===== config.mk =====
export PLATFORM = sky130hd
export DESIGN_NAME = pscr_regs
export DESIGN_NICKNAME = d
export VERILOG_FILES = /design/src/hdl/pscr_pkg.sv /design/src/hdl/pscr_regs.sv /design/src/hdl/pscr_period_timer.sv
export SDC_FILE = /design/constraint.sdc
export NUM_CORES = 1
export LEC_CHECK = 0
export ABC_AREA = 1
export BUFFER_PORTS_ARGS = -buffer_cell sky130_fd_sc_hd__buf_2
export CORE_MARGIN = 2
export CORE_UTILIZATION = 30
export CTS_CLUSTER_DIAMETER = 40
export DETAILED_ROUTE_END_ITERATION = 10
export GPL_TIMING_DRIVEN = 0
export PLACE_DENSITY = 0.49
export SLEW_MARGIN = 0
export SYNTH_ARGS = -nofsm -noshare
export SYNTH_HDL_FRONTEND = slang
export SYNTH_SLANG_ARGS = --single-unit

===== constraint.sdc =====
create_clock -name mclk -period 9.6 [get_ports mclk]
set_input_delay 0.48 -clock mclk [delete_from_list [all_inputs] [get_ports mclk]]
set_output_delay 0.48 -clock mclk [all_outputs]
set_load 0.005 [all_outputs]

===== src/hdl/pscr_pkg.sv =====
`default_nettype none
package pscr_pkg;

	// ----------------------------------------
	// Register map
	// ----------------------------------------
	localparam logic [15:0] PSCR_ADDR_PERIOD   = 16'h0050;
	localparam logic [15:0] PSCR_ADDR_STINT    = 16'h0051;
	localparam logic [15:0] PSCR_ADDR_PINFUNC  = 16'h0052;
	localparam logic [15:0] PSCR_ADDR_TRIGGER  = 16'h0053;

	// ----------------------------------------
	// Reset values and field layout
	// ----------------------------------------
	localparam logic [7:0] PSCR_RST_PERIOD  = 8'h04;
	localparam logic [7:0] PSCR_RST_STINT   = 8'hFF;
	localparam logic [2:0] PSCR_RST_PINFUNC = 3'h0;
	localparam logic [5:0] PSCR_RST_TRIGGER = 6'h3E;
	localparam logic [2:0] PSCR_PIN_SW_LOW  = 3'h4;
	localparam logic [2:0] PSCR_PIN_SW_HIGH = 3'h5;
	localparam int PSCR_PINFUNC_W     = 3;
	localparam int PSCR_TRIGGER_W     = 6;
	localparam int PSCR_BIT_POLARITY  = 5;
	localparam int PSCR_BIT_LENGTH    = 4;
	localparam int PSCR_BIT_FWCHK     = 3;
	localparam int PSCR_BIT_STFAIL    = 2;
	localparam int PSCR_BIT_ACQFAIL   = 1;
	localparam int PSCR_BIT_NEWDATA   = 0;

	// ----------------------------------------
	// Timing; clock in Hz, periods and pulses in milliseconds
	// ----------------------------------------
	localparam int PSCR_CLK_HZ     = 125000000;
	localparam int PSCR_MS_PER_S   = 1000;
	localparam int PSCR_P0_MS      = 10;
	localparam int PSCR_P1_MS      = 20;
	localparam int PSCR_P2_MS      = 40;
	localparam int PSCR_P3_MS      = 70;
	localparam int PSCR_P4_MS      = 135;
	localparam int PSCR_P5_MS      = 510;
	localparam int PSCR_P6_MS      = 1000;
	localparam int PSCR_PULSE_S_MS = 4;
	localparam int PSCR_PULSE_L_MS = 8;

	// Sampling period in ms for a code
	function automatic int pscr_period_ms(input logic [7:0] code);
		int ms;
		ms = PSCR_P6_MS;
		unique case (code)
			8'h00: ms = PSCR_P0_MS;
			8'h01: ms = PSCR_P1_MS;
			8'h02: ms = PSCR_P2_MS;
			8'h03: ms = PSCR_P3_MS;
			8'h04: ms = PSCR_P4_MS;
			8'h05: ms = PSCR_P5_MS;
			default: ms = PSCR_P6_MS;
		endcase
		return ms;
	endfunction

endpackage
`default_nettype wire


===== src/hdl/pscr_regs.sv =====
`timescale 1ns/1ps
`default_nettype none
module pscr_regs
	import pscr_pkg::*;
#(
	parameter int CYC_PER_MS = PSCR_CLK_HZ / PSCR_MS_PER_S
)(
	// Clock and reset
	input  wire logic        mclk,
	input  wire logic        sys_rst,
	// Register access from the SPI client
	input  wire logic [15:0] reg_addr,
	input  wire logic        reg_wr,
	input  wire logic        reg_rd,
	input  wire logic [7:0]  reg_wdata,
	output logic      [7:0]  reg_rdata,
	input  wire logic        spi_xfer_end,
	// Events from the measurement core
	input  wire logic        new_sample_evt,
	input  wire logic        acq_fail_evt,
	input  wire logic        selftest_fail_evt,
	input  wire logic        fw_check_fail_evt,
	// Scheduling outputs
	output logic             sample_trigger,
	output logic             selftest_start,
	output logic             fifo_clear,
	// Host pins
	output logic             power_switch_enable_out,
	output logic             aux_output_pin,
	output logic             aux_output_en,
	output logic             int_pin
);

	// ----------------------------------------
	// Registers
	// ----------------------------------------
	logic [7:0]                sample_period_code_ff;
	logic [7:0]                selftest_interval_count_ff;
	logic [PSCR_PINFUNC_W-1:0] aux_pin_function_code_ff;
	logic [PSCR_TRIGGER_W-1:0] pulse_trigger_select_ff;
	logic [7:0]                reg_rdata_ff;
	logic                      clear_pend_ff;
	logic                      fifo_clear_ff;
	logic [7:0]                period_cnt_ff;
	logic                      sample_trigger_ff;
	logic                      selftest_start_ff;
	logic                      sw_active_ff;
	logic                      pulse_active_ff;
	logic                      int_pin_ff;
	logic                      aux_pin_ff;
	logic                      aux_en_ff;
	logic                      wr_period;
	logic                      wr_stint;
	logic                      period_tick;
	logic                      pulse_tick;
	logic                      pulse_event;
	logic                      pulse_go;
	logic [31:0]               period_limit;
	logic [31:0]               pulse_limit;
	logic [7:0]                nxt_period_cnt;

	assign wr_period = reg_wr && (reg_addr == PSCR_ADDR_PERIOD);
	assign wr_stint  = reg_wr && (reg_addr == PSCR_ADDR_STINT);

	// ----------------------------------------
	// Register writes
	// ----------------------------------------

	// Sampling period code
	always_ff @(posedge mclk or posedge sys_rst) begin
		if (sys_rst) begin
			sample_period_code_ff <= PSCR_RST_PERIOD;
		end else if (wr_period) begin
			sample_period_code_ff <= reg_wdata;
		end
	end

	// Self-test interval
	always_ff @(posedge mclk or posedge sys_rst) begin
		if (sys_rst) begin
			selftest_interval_count_ff <= PSCR_RST_STINT;
		end else if (wr_stint) begin
			selftest_interval_count_ff <= reg_wdata;
		end
	end

	// Auxiliary pin function, reserved bits not stored
	always_ff @(posedge mclk or posedge sys_rst) begin
		if (sys_rst) begin
			aux_pin_function_code_ff <= PSCR_RST_PINFUNC;
		end else if (reg_wr && (reg_addr == PSCR_ADDR_PINFUNC)) begin
			aux_pin_function_code_ff <= reg_wdata[PSCR_PINFUNC_W-1:0];
		end
	end

	// Pulse trigger select, bits 7:6 not stored
	always_ff @(posedge mclk or posedge sys_rst) begin
		if (sys_rst) begin
			pulse_trigger_select_ff <= PSCR_RST_TRIGGER;
		end else if (reg_wr && (reg_addr == PSCR_ADDR_TRIGGER)) begin
			pulse_trigger_select_ff <= reg_wdata[PSCR_TRIGGER_W-1:0];
		end
	end

	// ----------------------------------------
	// Register reads
	// ----------------------------------------

	// Read data captured on the read strobe; unmapped reads zero
	always_ff @(posedge mclk or posedge sys_rst) begin
		if (sys_rst) begin
			reg_rdata_ff <= 8'h00;
		end else if (reg_rd) begin
			unique case (reg_addr)
				PSCR_ADDR_PERIOD:  reg_rdata_ff <= sample_period_code_ff;
				PSCR_ADDR_STINT:   reg_rdata_ff <= selftest_interval_count_ff;
				PSCR_ADDR_PINFUNC: reg_rdata_ff <= {5'h00, aux_pin_function_code_ff};
				PSCR_ADDR_TRIGGER: reg_rdata_ff <= {2'h0, pulse_trigger_select_ff};
				default:           reg_rdata_ff <= 8'h00;
			endcase
		end
	end

	// ----------------------------------------
	// FIFO clear after a period code change
	// ----------------------------------------

	// Pending until the SPI transfer ends; a new write wins over the end
	always_ff @(posedge mclk or posedge sys_rst) begin
		if (sys_rst) begin
			clear_pend_ff <= 1'b0;
		end else if (wr_period && (reg_wdata != sample_period_code_ff)) begin
			clear_pend_ff <= 1'b1;
		end else if (spi_xfer_end) begin
			clear_pend_ff <= 1'b0;
		end
	end

	// One-cycle clear pulse at the transfer end
	always_ff @(posedge mclk or posedge sys_rst) begin
		if (sys_rst) begin
			fifo_clear_ff <= 1'b0;
		end else begin
			fifo_clear_ff <= clear_pend_ff && spi_xfer_end;
		end
	end

	// ----------------------------------------
	// Sampling schedule
	// ----------------------------------------

	// Codes above 6 fall to the longest period
	assign period_limit = 32'(pscr_period_ms(sample_period_code_ff) * CYC_PER_MS);

	pscr_period_timer u_period (
		.mclk    (mclk),
		.sys_rst (sys_rst),
		.restart (wr_period),
		.limit   (period_limit),
		.tick    (period_tick)
	);

	// Measurement trigger, one pulse per period
	always_ff @(posedge mclk or posedge sys_rst) begin
		if (sys_rst) begin
			sample_trigger_ff <= 1'b0;
		end else begin
			sample_trigger_ff <= period_tick;
		end
	end

	// ----------------------------------------
	// Self-test schedule
	// ----------------------------------------

	// Completed periods since the last self-test
	always_comb begin
		nxt_period_cnt = period_cnt_ff;
		if (wr_stint || (selftest_interval_count_ff == 8'h00)) begin
			nxt_period_cnt = 8'h00;
		end else if (period_tick) begin
			if ((period_cnt_ff + 8'h01) >= selftest_interval_count_ff) begin
				nxt_period_cnt = 8'h00;
			end else begin
				nxt_period_cnt = period_cnt_ff + 8'h01;
			end
		end
	end

	always_ff @(posedge mclk or posedge sys_rst) begin
		if (sys_rst) begin
			period_cnt_ff <= 8'h00;
		end else begin
			period_cnt_ff <= nxt_period_cnt;
		end
	end

	// Self-test every N periods, never when N is zero
	always_ff @(posedge mclk or posedge sys_rst) begin
		if (sys_rst) begin
			selftest_start_ff <= 1'b0;
		end else begin
			selftest_start_ff <= period_tick && !wr_stint
				&& (selftest_interval_count_ff != 8'h00)
				&& ((period_cnt_ff + 8'h01) >= selftest_interval_count_ff);
		end
	end

	// ----------------------------------------
	// Host interrupt pulse and power switch
	// ----------------------------------------

	// Enabled events that ask for a pulse
	assign pulse_event =
		(new_sample_evt    && pulse_trigger_select_ff[PSCR_BIT_NEWDATA]) ||
		(acq_fail_evt      && pulse_trigger_select_ff[PSCR_BIT_ACQFAIL]) ||
		(selftest_fail_evt && pulse_trigger_select_ff[PSCR_BIT_STFAIL])  ||
		(fw_check_fail_evt && pulse_trigger_select_ff[PSCR_BIT_FWCHK]);

	// Pulse starts the cycle after the switch enable asserts
	assign pulse_go = sw_active_ff && !pulse_active_ff;

	assign pulse_limit = pulse_trigger_select_ff[PSCR_BIT_LENGTH] ?
		32'(PSCR_PULSE_L_MS * CYC_PER_MS) :
		32'(PSCR_PULSE_S_MS * CYC_PER_MS);

	pscr_period_timer u_pulse (
		.mclk    (mclk),
		.sys_rst (sys_rst),
		.restart (pulse_go),
		.limit   (pulse_limit),
		.tick    (pulse_tick)
	);

	// Switch enable from event until the pulse ends
	always_ff @(posedge mclk or posedge sys_rst) begin
		if (sys_rst) begin
			sw_active_ff <= 1'b0;
		end else if (pulse_event && !sw_active_ff) begin
			sw_active_ff <= 1'b1;
		end else if (pulse_active_ff && pulse_tick) begin
			sw_active_ff <= 1'b0;
		end
	end

	// Pulse window; events during a pulse are absorbed
	always_ff @(posedge mclk or posedge sys_rst) begin
		if (sys_rst) begin
			pulse_active_ff <= 1'b0;
		end else if (pulse_go) begin
			pulse_active_ff <= 1'b1;
		end else if (pulse_tick) begin
			pulse_active_ff <= 1'b0;
		end
	end

	// Interrupt pin level from polarity
	always_ff @(posedge mclk or posedge sys_rst) begin
		if (sys_rst) begin
			int_pin_ff <= 1'b0;
		end else begin
			int_pin_ff <= (pulse_go || (pulse_active_ff && !pulse_tick))
				~^ pulse_trigger_select_ff[PSCR_BIT_POLARITY];
		end
	end

	// Auxiliary pin function decode
	always_ff @(posedge mclk or posedge sys_rst) begin
		if (sys_rst) begin
			aux_pin_ff <= 1'b0;
			aux_en_ff  <= 1'b0;
		end else begin
			unique case (aux_pin_function_code_ff)
				PSCR_PIN_SW_LOW: begin
					aux_pin_ff <= !sw_active_ff;
					aux_en_ff  <= 1'b1;
				end
				PSCR_PIN_SW_HIGH: begin
					aux_pin_ff <= sw_active_ff;
					aux_en_ff  <= 1'b1;
				end
				default: begin
					aux_pin_ff <= 1'b0;
					aux_en_ff  <= 1'b0;
				end
			endcase
		end
	end

	// ----------------------------------------
	// Outputs
	// ----------------------------------------
	assign reg_rdata               = reg_rdata_ff;
	assign sample_trigger          = sample_trigger_ff;
	assign selftest_start          = selftest_start_ff;
	assign fifo_clear              = fifo_clear_ff;
	assign power_switch_enable_out = sw_active_ff;
	assign aux_output_pin          = aux_pin_ff;
	assign aux_output_en           = aux_en_ff;
	assign int_pin                 = int_pin_ff;

endmodule
`default_nettype wire


===== src/hdl/pscr_period_timer.sv =====
`timescale 1ns/1ps
`default_nettype none
module pscr_period_timer
	import pscr_pkg::*;
(
	// Clock and reset
	input  wire logic        mclk,
	input  wire logic        sys_rst,
	// Control
	input  wire logic        restart,
	input  wire logic [31:0] limit,
	// Result
	output logic             tick
);

	logic [31:0] cnt_ff;

	// Free-running count, wraps at limit; restart zeroes it
	always_ff @(posedge mclk or posedge sys_rst) begin
		if (sys_rst) begin
			cnt_ff <= 32'h0;
		end else if (restart || tick) begin
			cnt_ff <= 32'h0;
		end else begin
			cnt_ff <= cnt_ff + 32'h1;
		end
	end

	// Last cycle of the interval; limit of zero or one ticks every cycle
	assign tick = !restart && ((cnt_ff + 32'h1) >= limit);

endmodule
`default_nettype wire


# == Word level (Yosys, flattened, before mapping) ==
# Cells that the tools add are included.
# word_totals
ff_bits,114
input_bits,33
word_cells,93
# classes
add_sub_neg,3
mul,1
n_lt_le_gt_ge,3
eq_ne,12
n_mux,16
bitwise,1
reduce_logical,40
# op_table
cell,count
$add A32 B1 Y32 const B,2
$eq A16 B7 Y1 const B,4
$mux W32,2
$pmux W10 S6,1
$ge A32 B20 Y1,1
$ge A32 B32 Y1,1
$mul A32 B15 Y29 const B,1
$pmux W8 S4,1
$mux W8,3
$mux W20,1
$logic_and A1 B1 Y1,19
$eq A8 B2 Y1 const B,2
$eq A8 B3 Y1 const B,2
$logic_not A8 Y1,2
$add A8 B1 Y8 const B,1
$eq A8 B1 Y1 const B,1
$ge A8 B8 Y1,1
$ne A8 B8 Y1,1
$reduce_bool A2 Y1,4
$reduce_bool A8 Y1,1
$logic_or A1 B1 Y1,7
$mux W1,7
$eq A3 B3 Y1 const B,2
$logic_not A1 Y1,6
3 further kinds,3

# == Longest topological paths before layout ==
# Gate-level depths: netlist of run 1.
# logic_depth
depth_word,8
depth_mapped,42
ltp_nobuf,42

# == Modules after synthesis ==
# From an unflattened synthesis of run 1, not the netlist that was laid out.
# hier_totals
hier_cells,1521
hier_area_um2,10782.8
# modules_own_cells
mod,instances,cells_per_inst,area_per_inst_um2
pscr_period_timer,2,437,2869.0
pscr_regs,1,647,5044.8

# == Worst setup path before layout of run 1 ==
# No wires, ideal clock.
# synth_timing
path_kind,flip-flop to flip-flop
startpoint,reg sample_period_code_ff[7]
endpoint,reg u_period.cnt_ff[23]
arrival_time_ns,6.679
required_time_ns,9.477
setup_slack_ns,2.798
stages_incl_launch_ff,38
path_buffers,2
synth_period_minus_slack_ns,6.802
cell_sequence,dfrtp_1 > inv_1 > nand4_1 > nor4_2 > nand2_1 > nand2_1 > nor2_1 > nand2_1 > nor2_2 > inv_1 > nand2_1 > inv_1 > nand2_1 > fa_1 > ha_1 > ha_1 > fa_1 > inv_1 > [... 2 more ...] > ha_1 > nand2_1 > nor4_1 > nand4_1 > nand3_1 > nand2_1 > nand3_1 > nand2_1 > ha_1 > nand2_1 > o21ai_0 > nand3_1 > nand2_1 > inv_2 > nand3_2 > buf_6 > buf_6 > nor2_1
# synth_via
elab_chain_cells,7
elab_cells_between_ends,12
cone_classes,1 x mul; 1 x order compare; 5 x eq/ne; 2 x mux; 3 x reduce/logical
# synth_rtl
element,line_no,rtl
"start, declared",pscr_regs.sv:37,logic [7:0] sample_period_code_ff;
"start signal, assigned",pscr_regs.sv:74,sample_period_code_ff <= reg_wdata;
"$eq A8 B3 Y1, or another cell as far along",pscr_pkg.sv:49,unique case (code)
$pmux W10 S6 (*),pscr_pkg.sv:49,
$mul A32 B15 Y29 (*),pscr_regs.sv:153,assign period_limit = 32'(pscr_period_ms(sample_period_code_ff) * CYC_PER_MS);
$ge A32 B32 Y1 (*),pscr_period_timer.sv:30,assign tick = !restart && ((cnt_ff + 32'h1) >= limit);
$logic_and A1 B1 Y1 (*),pscr_period_timer.sv:30,
$logic_or A1 B1 Y1 (*),pscr_period_timer.sv:22,end else if (restart || tick) begin
$mux W32 (*),pscr_period_timer.sv:22,
"end signal, assigned",pscr_period_timer.sv:25,cnt_ff <= cnt_ff + 32'h1;
"end, declared",pscr_period_timer.sv:16,logic [31:0] cnt_ff;
# Every way passes the cells marked *; elsewhere a longest branch is shown, timed or not.
# A chain may end at the register's enable or synchronous reset.

# == Worst setup path after layout of run 1 ==
# layout_timing
startpoint,reg sample_period_code_ff[6]
endpoint,reg period_cnt_ff[0]
# layout_via
elab_chain_cells,6
elab_cells_between_ends,11
cone_classes,1 x mul; 1 x order compare; 5 x eq/ne; 1 x mux; 3 x reduce/logical
# layout_rtl
element,line_no,rtl
"$eq A8 B3 Y1, or another cell as far along",pscr_pkg.sv:49,
$pmux W10 S6 (*),pscr_pkg.sv:49,
$mul A32 B15 Y29 (*),pscr_regs.sv:153,
$ge A32 B32 Y1 (*),pscr_period_timer.sv:30,
$logic_and A1 B1 Y1 (*),pscr_period_timer.sv:30,
$reduce_bool A2 Y1 (no source line) (*),n/a,
"end signal, assigned",pscr_regs.sv:194,period_cnt_ff <= nxt_period_cnt;
"end, declared",pscr_regs.sv:44,logic [7:0] period_cnt_ff;
# Marked as above.

==> results.json, run 1 <==
{
  "die-area_um2": 33740,
  "drv_cap": 0,
  "yosysMostFrequentCell": "nand2_1",
  "drive_above_1_share_pct": 11.62,
  "wire_per_inst_um": 13.24,
  "power.total_mw": 1.252,
  "synthCells": 1297,
  "rr_startpoint": "sample_period_code_ff[6]",
  "synth_area_um2": 9687,
  "instances_no_fill": 1796,
  "place_hpwl_um": 19220,
  "period_needed_ns": 8.324,
  "place_ws_ns": 0.8959,
  "rows": 65,
  "critical_path.startpoint": "sample_period_code_ff[6]",
  "die_y_um": 183.7,
  "cts.clk_slew.worst_paths_ns": 0.06,
  "core-area_um2": 31640,
  "n_fill_cell": 3420,
  "yosysUniqueCellTypes": 50,
  "cp_common_cell": "nand2_1",
  "placed_area_um2": 10520,
  "io_buffer_count": 47,
  "holdBufCountCts": 0,
  "start_kind": "register",
  "cts_buffers": 17,
  "worst-setup-path-type": "reg -> reg",
  "avgSynthCellArea_um2": 7.469,
  "tns_ns": 0,
  "fin_nets": 1554,
  "gp_congestion": 0.8310,
  "endpoint_kind": "register",
  "cts-root-buf": "clkbuf_16",
  "yosys_warnings": 0,
  "slew_violations": 0,
  "synthTopCellsByArea": "dfrtp_1 (26%), ha_1 (15%), nand2_1 (12%)",
  "vias_per_cell": 4.612,
  "worst-path-stages": 37,
  "drt_iter0_markers": 408,
  "fin_area_um2": 11180,
  "r2r-end": "period_cnt_ff[0]",
  "r2r_cells": 37,
  "drc": 0,
  "post-route-util_pct": 35.34,
  "ios": 48,
  "crit_arrival_ns": 8.63,
  "postRouteWirelength_um": 23770,
  "fin_crit_sh_pct": 86.71,
  "hp-class": "in -> async",
  "cp_num_buf_inv": 6,
  "start_util_pct": 30.62,
  "drt_first_pass_iters": 5,
  "outcome": "complete, no violations",
  "rrSetupSlack_ns": 1.28,
  "dp.cells": 1764,
  "hold_ws_ns": 0.1348,
  "num_antenna_cells": 0,
  "grt_pass1_wl_um": 40170,
  "crit_family": "simple AND/OR/NAND/NOR gates",
  "syn_to_final_growth_pct": 15.41,
  "crit_end": "period_cnt_ff[0]",
  "cts_tree": "done",
  "crit_fanout": 10,
  "cp.required_ns": 9.91,
  "die_x_um": 183.7,
  "vias": 8284,
  "max_slew_margin_pct": 54.54,
  "cpPeakStageDelay_ns": 0.57,
  "maxClockFrequency_ghz": 0.1201,
  "fin_skew_ns": 0.006743,
  "ir_worst_vdd_mv": 0.1117,
  "yosys-top-cells-count": "nand2_1 (318), inv_1 (208), nor2_1 (148)",
  "cts.path.max_buffers": 2,
  "grt_start_max_net_pins": 59,
  "grt.total_usage_pct": 14.93,
  "hold_violations": 0,
  "synth_top_area_share_pct": 25.83,
  "synth_seq_cells": 114,
  "ys_seq_area_share_pct": 29.63,
  "setup_violations": 0,
  "h-tree-depth": 4,
  "crit_slowest_cell": "fa_1",
  "synthArstFlopShare_pct": 100.0,
  "register_area_um2": 2870,
  "total_leakage_power_nw": 5.730,
  "synth_edf_count": 0,
  "multi_input_area_um2": 6020,
  "power.density_nw_per_um2": 112.0,
  "grt_pass1_vias": 8227,
  "overflow": 0,
  "synth-main-ff-cell": "dfrtp_1",
  "worst_pin_slew_ns": 0.6774,
  "worstSkewPairLatency_ns": 0.42,
  "clkSinkCount": 114,
  "rsz0062_at_grt": "false",
  "antenna_left": 0,
  "layout_setup_ws_ns": 1.276,
  "antenna_found_initial": 0,
  "yosys.area.top_type": "dfrtp_1"
}
worst reg2reg max path: cells and delay by family (launching register included):
kind                     cells  cell delay, ns
AND/OR/NAND/NOR             22            3.94
flip-flops                   1            0.42
buffers and inverters        6            0.55
adder cells (fa/ha/maj)      7            2.88
AO/OA/AOI/OAI                2            0.43
timing repair:
item | in CTS | in global routing
buffers inserted | 0 | 0
endpoints found under the setup margin | 0 | 12
resized for setup | 0 | 1
per-layer routing:
layer / up-vias / global-route usage (%) / wire [µm]
met5: - / 0 / 0
li1: 4279 / - / -
met3: 15 / 2.318 / 560
met4: 0 / 3.552 / 190
met1: 3907 / 20.30 / 11840
met2: 83 / 24.86 / 11180
cell families (layout without fill, tap and decap cells):
group                    Yosys count  count (layout)  synth area share (%)
flip-flops                       114             114                 29.63
other                              1              18               0.03871
AND/OR/NAND/NOR                  640             640                 29.15
buffers and inverters            223             303                 8.977
adder cells (fa/ha/maj)          140             140                 19.87
AO/OA/AOI/OAI                    118             118                 6.820
XOR/XNOR                          61              61                 5.515
cell usage in the layout, fill, tap and decap left out, types with 4 or more instances in the layout:
| cell type | n |
|---|---|
| clkbuf_1 | 4 |
| nor3_1 | 14 |
| o22ai_1 | 9 |
| nor4_1 | 7 |
| nand3_1 | 58 |
| inv_6 | 6 |
| nand4_1 | 24 |
| inv_2 | 4 |
| o21ai_0 | 49 |
| ha_1 | 117 |
| nand2_2 | 6 |
| xor2_1 | 37 |
| or2_2 | 5 |
| buf_6 | 4 |
| fa_1 | 23 |
| dfrtp_1 | 100 |
| nor2_2 | 32 |
| bufinv_16 | 4 |
| inv_1 | 207 |
| conb_1 | 18 |
| a21oi_1 | 38 |
| nor2_1 | 148 |
| nand3_2 | 4 |
| dfstp_2 | 14 |
| clkbuf_16 | 17 |
| buf_2 | 48 |
| nand3b_1 | 12 |
| nand2_1 | 318 |
| xnor2_1 | 24 |
cell type report:
cell class,count,share of cell area [%]
tap,402,4.499
multi-input combinational,977,53.84
inverter,212,7.163
timing repair buffer,48,2.350
buffer,11,0.6603
clock inverter,13,1.757
clock buffer,19,4.051
sequential,114,25.67
state kept, by name, indices dropped and copies added, names as in the netlist, 3 cells and up:
signal and count:
pulse_trigger_select_ff 6, u_pulse.cnt_ff 32, sample_period_code_ff 8, reg_rdata 8, period_cnt_ff 8, selftest_interval_count_ff 8
aux_pin_function_code_ff 3, u_period.cnt_ff 32
where the power goes:
group | switching, mW | internal [mW] | total, mW
clock network | 0.254 | 0.453 | 0.707
logic | 0.0377 | 0.0194 | 0.0570
registers | 0.00357 | 0.485 | 0.488
total | 0.295 | 0.957 | 1.25
how the worst min path moves through the flow:
stage	endpoint	slack, ns	from	cells past startpoint
floorplan	aux_output_en	0.43	aux_pin_function_code_ff[1]	1
detailed placement	reg_rdata[1]	0.47	reg_rdata[1]	2
global placement	reg_rdata[7]	0.47	reg_rdata[7]	2
finish	u_pulse.cnt_ff[2]	0.13	sys_rst	2
CTS	u_pulse.cnt_ff[2]	0.15	sys_rst	2
global route	u_pulse.cnt_ff[0]	0.17	sys_rst	2
Power figures use the tool's default switching activity.
==> run 2, diff against run 1 <==
Settings changed: PLACE_DENSITY 0.49 to 0.5, SKIP_LAST_GASP set to 1, SLEW_MARGIN 0 to not set.
Clock period 9.6 ns to 6.8 ns, I/O delays scaled along.
==> run 2 against run 1 <==
- wire length is 3.7% higher
- setup slack got worse by 1.1 ns
- first-iteration DRC count is 8.8% higher
- combinational power is 65% higher
- critical path depth grew 1
- global-route usage is 0.12 points higher
- fmax grew 26%
- sequential cell count unchanged
- via count increased by 1.5%
- final cell count up 1.6%
- register-to-register slack lost 1.1 ns
- hold slack worse by 0.025 ns
- largest power group unchanged
==> results.json, run 2 (synthesis results as in run 1) <==
{
  "setup_violations": 0,
  "drt_iter0_markers": 444,
  "cts.clk_slew.worst_paths_ns": 0.06,
  "rrSetupSlack_ns": 0.18,
  "post-route-util_pct": 37.50,
  "num_antenna_cells": 0,
  "rows": 65,
  "layout_setup_ws_ns": 0.1812,
  "ir_worst_vdd_mv": 0.1675,
  "cp.required_ns": 7.12,
  "grt_pass1_wl_um": 40100,
  "power.density_nw_per_um2": 143.7,
  "mostFrequentLayoutCells": "nand2_1 (303), inv_1 (200), nor2_1 (146)",
  "ios": 48,
  "rr_startpoint": "sample_period_code_ff[5]",
  "place_ws_ns": -1.919,
  "worst-setup-path-type": "reg -> reg",
  "total_leakage_power_nw": 6.028,
  "crit_slowest_cell": "fa_2",
  "syn_to_final_growth_pct": 22.46,
  "cpPeakStageDelay_ns": 0.58,
  "die-area_um2": 33740,
  "core-area_um2": 31640,
  "slew_violations": 0,
  "max_slew_margin_pct": 64.32,
  "postRouteWirelength_um": 24640,
  "start_util_pct": 30.62,
  "fin_crit_sh_pct": 97.34,
  "hold_path_startpoint": "spi_xfer_end",
  "cts.path.max_buffers": 2,
  "endpoint_kind": "register",
  "drive_above_1_share_pct": 17.23,
  "die_y_um": 183.7,
  "antenna_found_initial": 0,
  "overflow": 0,
  "cts_tree": "done",
  "maxClockFrequency_ghz": 0.1511,
  "cp_common_cell": "nand2_2",
  "critical_path.startpoint": "sample_period_code_ff[5]",
  "n_fill_cell": 3325,
  "fin_nets": 1582,
  "drc": 0,
  "crit_fanout": 6,
  "grt_start_max_net_pins": 61,
  "gp_congestion": 0.8594,
  "instances_no_fill": 1824,
  "reg_top3": "u_period.cnt_ff: 32 flops, u_pulse.cnt_ff: 32 flops",
  "fin_skew_ns": 0.01759,
  "h-tree-depth": 4,
  "antenna_left": 0,
  "worst_pin_slew_ns": 0.5352,
  "grt_pass1_vias": 8192,
  "drt_first_pass_iters": 5,
  "worstSkewPairLatency_ns": 0.44,
  "placed_area_um2": 10530,
  "io_buffer_count": 47,
  "mostFrequentLayoutCell": "nand2_1",
  "fin_area_um2": 11860,
  "clkSinkCount": 114,
  "vias": 8409,
  "wire_per_inst_um": 13.51,
  "outcome": "complete, no violations",
  "drv_cap": 0,
  "place_hpwl_um": 19160,
  "period_needed_ns": 6.619,
  "hp-class": "in -> reg",
  "crit_arrival_ns": 6.94,
  "cts_buffers": 17,
  "cts-root-buf": "clkbuf_16",
  "start_kind": "register",
  "hold_violations": 0,
  "grt.total_usage_pct": 15.05,
  "dp.cells": 1764,
  "die_x_um": 183.7,
  "vias_per_cell": 4.610
}
[run 2: changes by cell type in the layout (fill, tap and decap cells not counted), sizes merged]
cell         previous run  this run
inv                   217       221
dlygate4sd3             0         1
buf                    54        78
bufinv                  4         1
bufbuf                  0         1
clkinv                  2         3
[run 2: metal layers]
layer  wire, µm  vias to the layer above  global-route usage, %
met2      11670                      100                  24.74
met1      12000                     3947                  20.32
li1           -                     4342                      -
met5          0                        -                      0
met3        671                       20                  2.714
met4        306                        0                  4.032
[run 2: final cells by class]
type,instances,area [µm²],area share [%]
inverter,212,820.8,6.919
multi-input combinational,977,6451,54.38
clock inverter,15,165.2,1.392
tap,402,503.0,4.240
timing repair buffer,76,543.0,4.578
buffer,11,83.83,0.7067
clock buffer,17,425.4,3.586
sequential,114,2870,24.20
[run 2: through the flow]
| step | hold WS (ns) | TNS (ns) | power (mW) |
|---|---|---|---|
| floorplan | 0.4327 | 0 | 0.7508 |
| global placement | 0.4647 | -71.01 | 0.7812 |
| detailed placement | 0.4545 | -70.43 | 0.7843 |
| CTS | 0.09187 | 0 | 1.721 |
| global route | 0.1114 | -4.472 | 1.773 |
| finish | 0.1095 | 0 | 1.704 |
[run 2: critical path: cells and delay by family (launching register included)]
family | cells | cell delay, ns
AOI/OAI and AO/OA | 1 | 0.17
adders and majority gates | 7 | 2.65
DFF | 1 | 0.39
buffers and inverters | 12 | 1.26
and+or+nand+nor | 18 | 2.02
[run 2: worst paths after layout]
path | end | depth (start not counted)
max | u_period.cnt_ff[24] | 38
min | clear_pend_ff | 2
max reg2reg | u_period.cnt_ff[24] | 38
min reg2reg | aux_output_en | 1
max in group asynchronous | sample_period_code_ff[2] | 4
min in group asynchronous | u_pulse.cnt_ff[23] | 3
[run 2: repair_timing]
item                       4_1_cts  5_1_grt
cloned                           1        1
setup buffers                   13       12
gates resized for setup         39       53
hold endpoints to repair        35        0
pin swaps                       16       37
setup endpoints to repair       39       39
hold buffers                     1        0
[run 2: where the power goes]
group	switching (mW)	internal, mW
logic	0.0582	0.0360
registers	0.00494	0.684
clock network	0.400	0.521
==> run 3, diff against run 2 <==
Settings changed: CORE_UTILIZATION 30 to 25, PLACE_DENSITY 0.5 to 0.45.
==> run 3 against run 2 <==
- hold slack better by 0.0050 ns
- final cell count up 6.2%
- sequential cell count unchanged
- utilization down 6.7 points
- via count down 0.33%
- clock power down 3.1%
- non-clock buffer count down 3
- largest power group unchanged
==> results.json, run 3 (synthesis results as in run 1) <==
{
  "outcome": "complete, no violations",
  "io_buffer_count": 47,
  "clkSinkCount": 114,
  "worstSkewPairLatency_ns": 0.43,
  "ir_worst_vdd_mv": 0.1753,
  "max_slew_margin_pct": 66.77,
  "rrSetupSlack_ns": 0.35,
  "core-area_um2": 38470,
  "drc": 0,
  "tns_ns": 0,
  "hp-class": "in -> reg",
  "endpoint_kind": "register",
  "reg_top3": "u_period.cnt_ff: 32 flops, u_pulse.cnt_ff: 32 flops",
  "grt_pass1_wl_um": 41140,
  "vias": 8381,
  "mostFrequentLayoutCells": "nand2_1 (305), inv_1 (202), nor2_1 (145)",
  "placed_area_um2": 10680,
  "rr_startpoint": "sample_period_code_ff[7]",
  "crit_fanout": 6,
  "grt_pass1_vias": 8103,
  "n_fill_cell": 4153,
  "maxClockFrequency_ghz": 0.1551,
  "r2r_cells": 34,
  "cp.required_ns": 7.12,
  "cp_num_buf_inv": 9,
  "period_needed_ns": 6.448,
  "fin_nets": 1579,
  "mostFrequentLayoutCell": "nand2_1",
  "fin_skew_ns": 0.01257,
  "ios": 48,
  "register_area_um2": 2870,
  "cts.clk_slew.worst_paths_ns": 0.07,
  "power.density_nw_per_um2": 141.4,
  "crit_arrival_ns": 6.76,
  "crit_slowest_cell": "fa_2",
  "drive_above_1_share_pct": 16.49,
  "place_hpwl_um": 19830,
  "fin_area_um2": 11840,
  "start_kind": "register",
  "hold_violations": 0,
  "num_antenna_cells": 0,
  "rows": 72,
  "start_util_pct": 25.18,
  "die_y_um": 200.8,
  "worst-setup-path-type": "reg -> reg",
  "syn_to_final_growth_pct": 22.26,
  "gp_congestion": 0.8231,
  "postRouteWirelength_um": 25150,
  "vias_per_cell": 4.327,
  "instances_no_fill": 1937,
  "crit_end": "u_period.cnt_ff[26]",
  "worst-path-stages": 34,
  "antenna_found_initial": 0,
  "slew_violations": 0,
  "wire_per_inst_um": 12.99,
  "worst_pin_slew_ns": 0.4973,
  "die_x_um": 200.8,
  "r2r-end": "u_period.cnt_ff[26]",
  "crit_family": "adder cells",
  "total_leakage_power_nw": 5.916,
  "fin_crit_sh_pct": 94.82,
  "cpPeakStageDelay_ns": 0.59,
  "power.total_mw": 1.675,
  "grt.total_usage_pct": 12.61,
  "cts-root-buf": "clkbuf_16",
  "setup_violations": 0,
  "antenna_left": 0,
  "drt_first_pass_iters": 5,
  "die-area_um2": 40340,
  "overflow": 0,
  "cts.path.max_buffers": 2,
  "dp.cells": 1880,
  "h-tree-depth": 4,
  "drv_cap": 0,
  "drt_iter0_markers": 309,
  "critical_path.startpoint": "sample_period_code_ff[7]",
  "multi_input_area_um2": 6360,
  "cts_tree": "done",
  "grt_start_max_net_pins": 81,
  "cts_buffers": 17
}
-- run 3: cell types whose count changed in the layout (fill, tap and decap cells not counted), moves of 2 or more --
| cell | delta |
|---|---|
| clkinv_2 | +2 |
| nor3_4 | -2 |
| nor2_2 | +2 |
| ha_4 | -3 |
| clkinv_4 | +2 |
| inv_1 | +2 |
| buf_12 | -2 |
| nand2_8 | -2 |
| nand2_1 | +2 |
| ha_1 | +2 |
| nor3_1 | +2 |
-- run 3: tightest hold or removal path, delay by kind of cell --
| kind | cells | cell delay (ns) |
|---|---|---|
| buffers and inverters | 2 | 0.13 |
| AND/OR/NAND/NOR | 1 | 0.04 |
-- run 3: timing repair --
| action | 4_1_cts | 5_1_grt |
|---|---|---|
| cloned | 0 | 2 |
| gates resized for setup | 32 | 44 |
| buffers inserted | 7 | 15 |
| hold buffers | 1 | 0 |
| setup endpoints to repair | 39 | 39 |
| pin swaps | 11 | 25 |
| hold endpoints to repair | 34 | 0 |
-- run 3: worst min-delay path by stage --
stage	from	endpoint	cells after the start
floorplan	aux_pin_function_code_ff[1]	aux_output_en	1
global placement	clear_pend_ff	fifo_clear	2
detailed placement	sys_rst	u_pulse.cnt_ff[1]	2
CTS	spi_xfer_end	fifo_clear	3
global route	spi_xfer_end	fifo_clear	3
finish	spi_xfer_end	fifo_clear	3
-- run 3: power breakdown --
| part | switching (mW) | leakage (nW) | internal (mW) | total, mW |
|---|---|---|---|---|
| clock network | 0.378 | 0.283 | 0.514 | 0.892 |
| registers | 0.00528 | 1.50 | 0.684 | 0.690 |
| logic | 0.0584 | 4.14 | 0.0341 | 0.0926 |
-- run 3: area by class of cell --
| class | instances | share of cell area [%] |
|---|---|---|
| buffer | 11 | 0.7079 |
| clock buffer | 17 | 3.592 |
| clock inverter | 15 | 1.257 |
| inverter | 212 | 6.910 |
| multi-input combinational | 977 | 53.70 |
| sequential | 114 | 24.24 |
| tap | 518 | 5.473 |
| timing repair buffer | 73 | 4.120 |
-- run 3: per-stage QoR --
step | hold WS [ns] | setup slack, ns | utilization (%)
after global placement | 0.4453 | -1.645 | 27.67
final | 0.1146 | 0.3521 | 30.79
after floorplan | 0.4327 | 0.1758 | -
after CTS | 0.09917 | 0.009295 | 29.75
after detailed placement | 0.3881 | -1.654 | 27.75
after global routing | 0.1157 | -0.06641 | 30.79
-- run 3: layer usage --
metal,GRT usage [%],vias to the layer above,part of all wire [%]
met5,0,-,0
met4,2.937,0,1.1
met3,2.110,14,2.5
met2,20.49,94,47
met1,17.47,3933,49
li1,-,4340,-
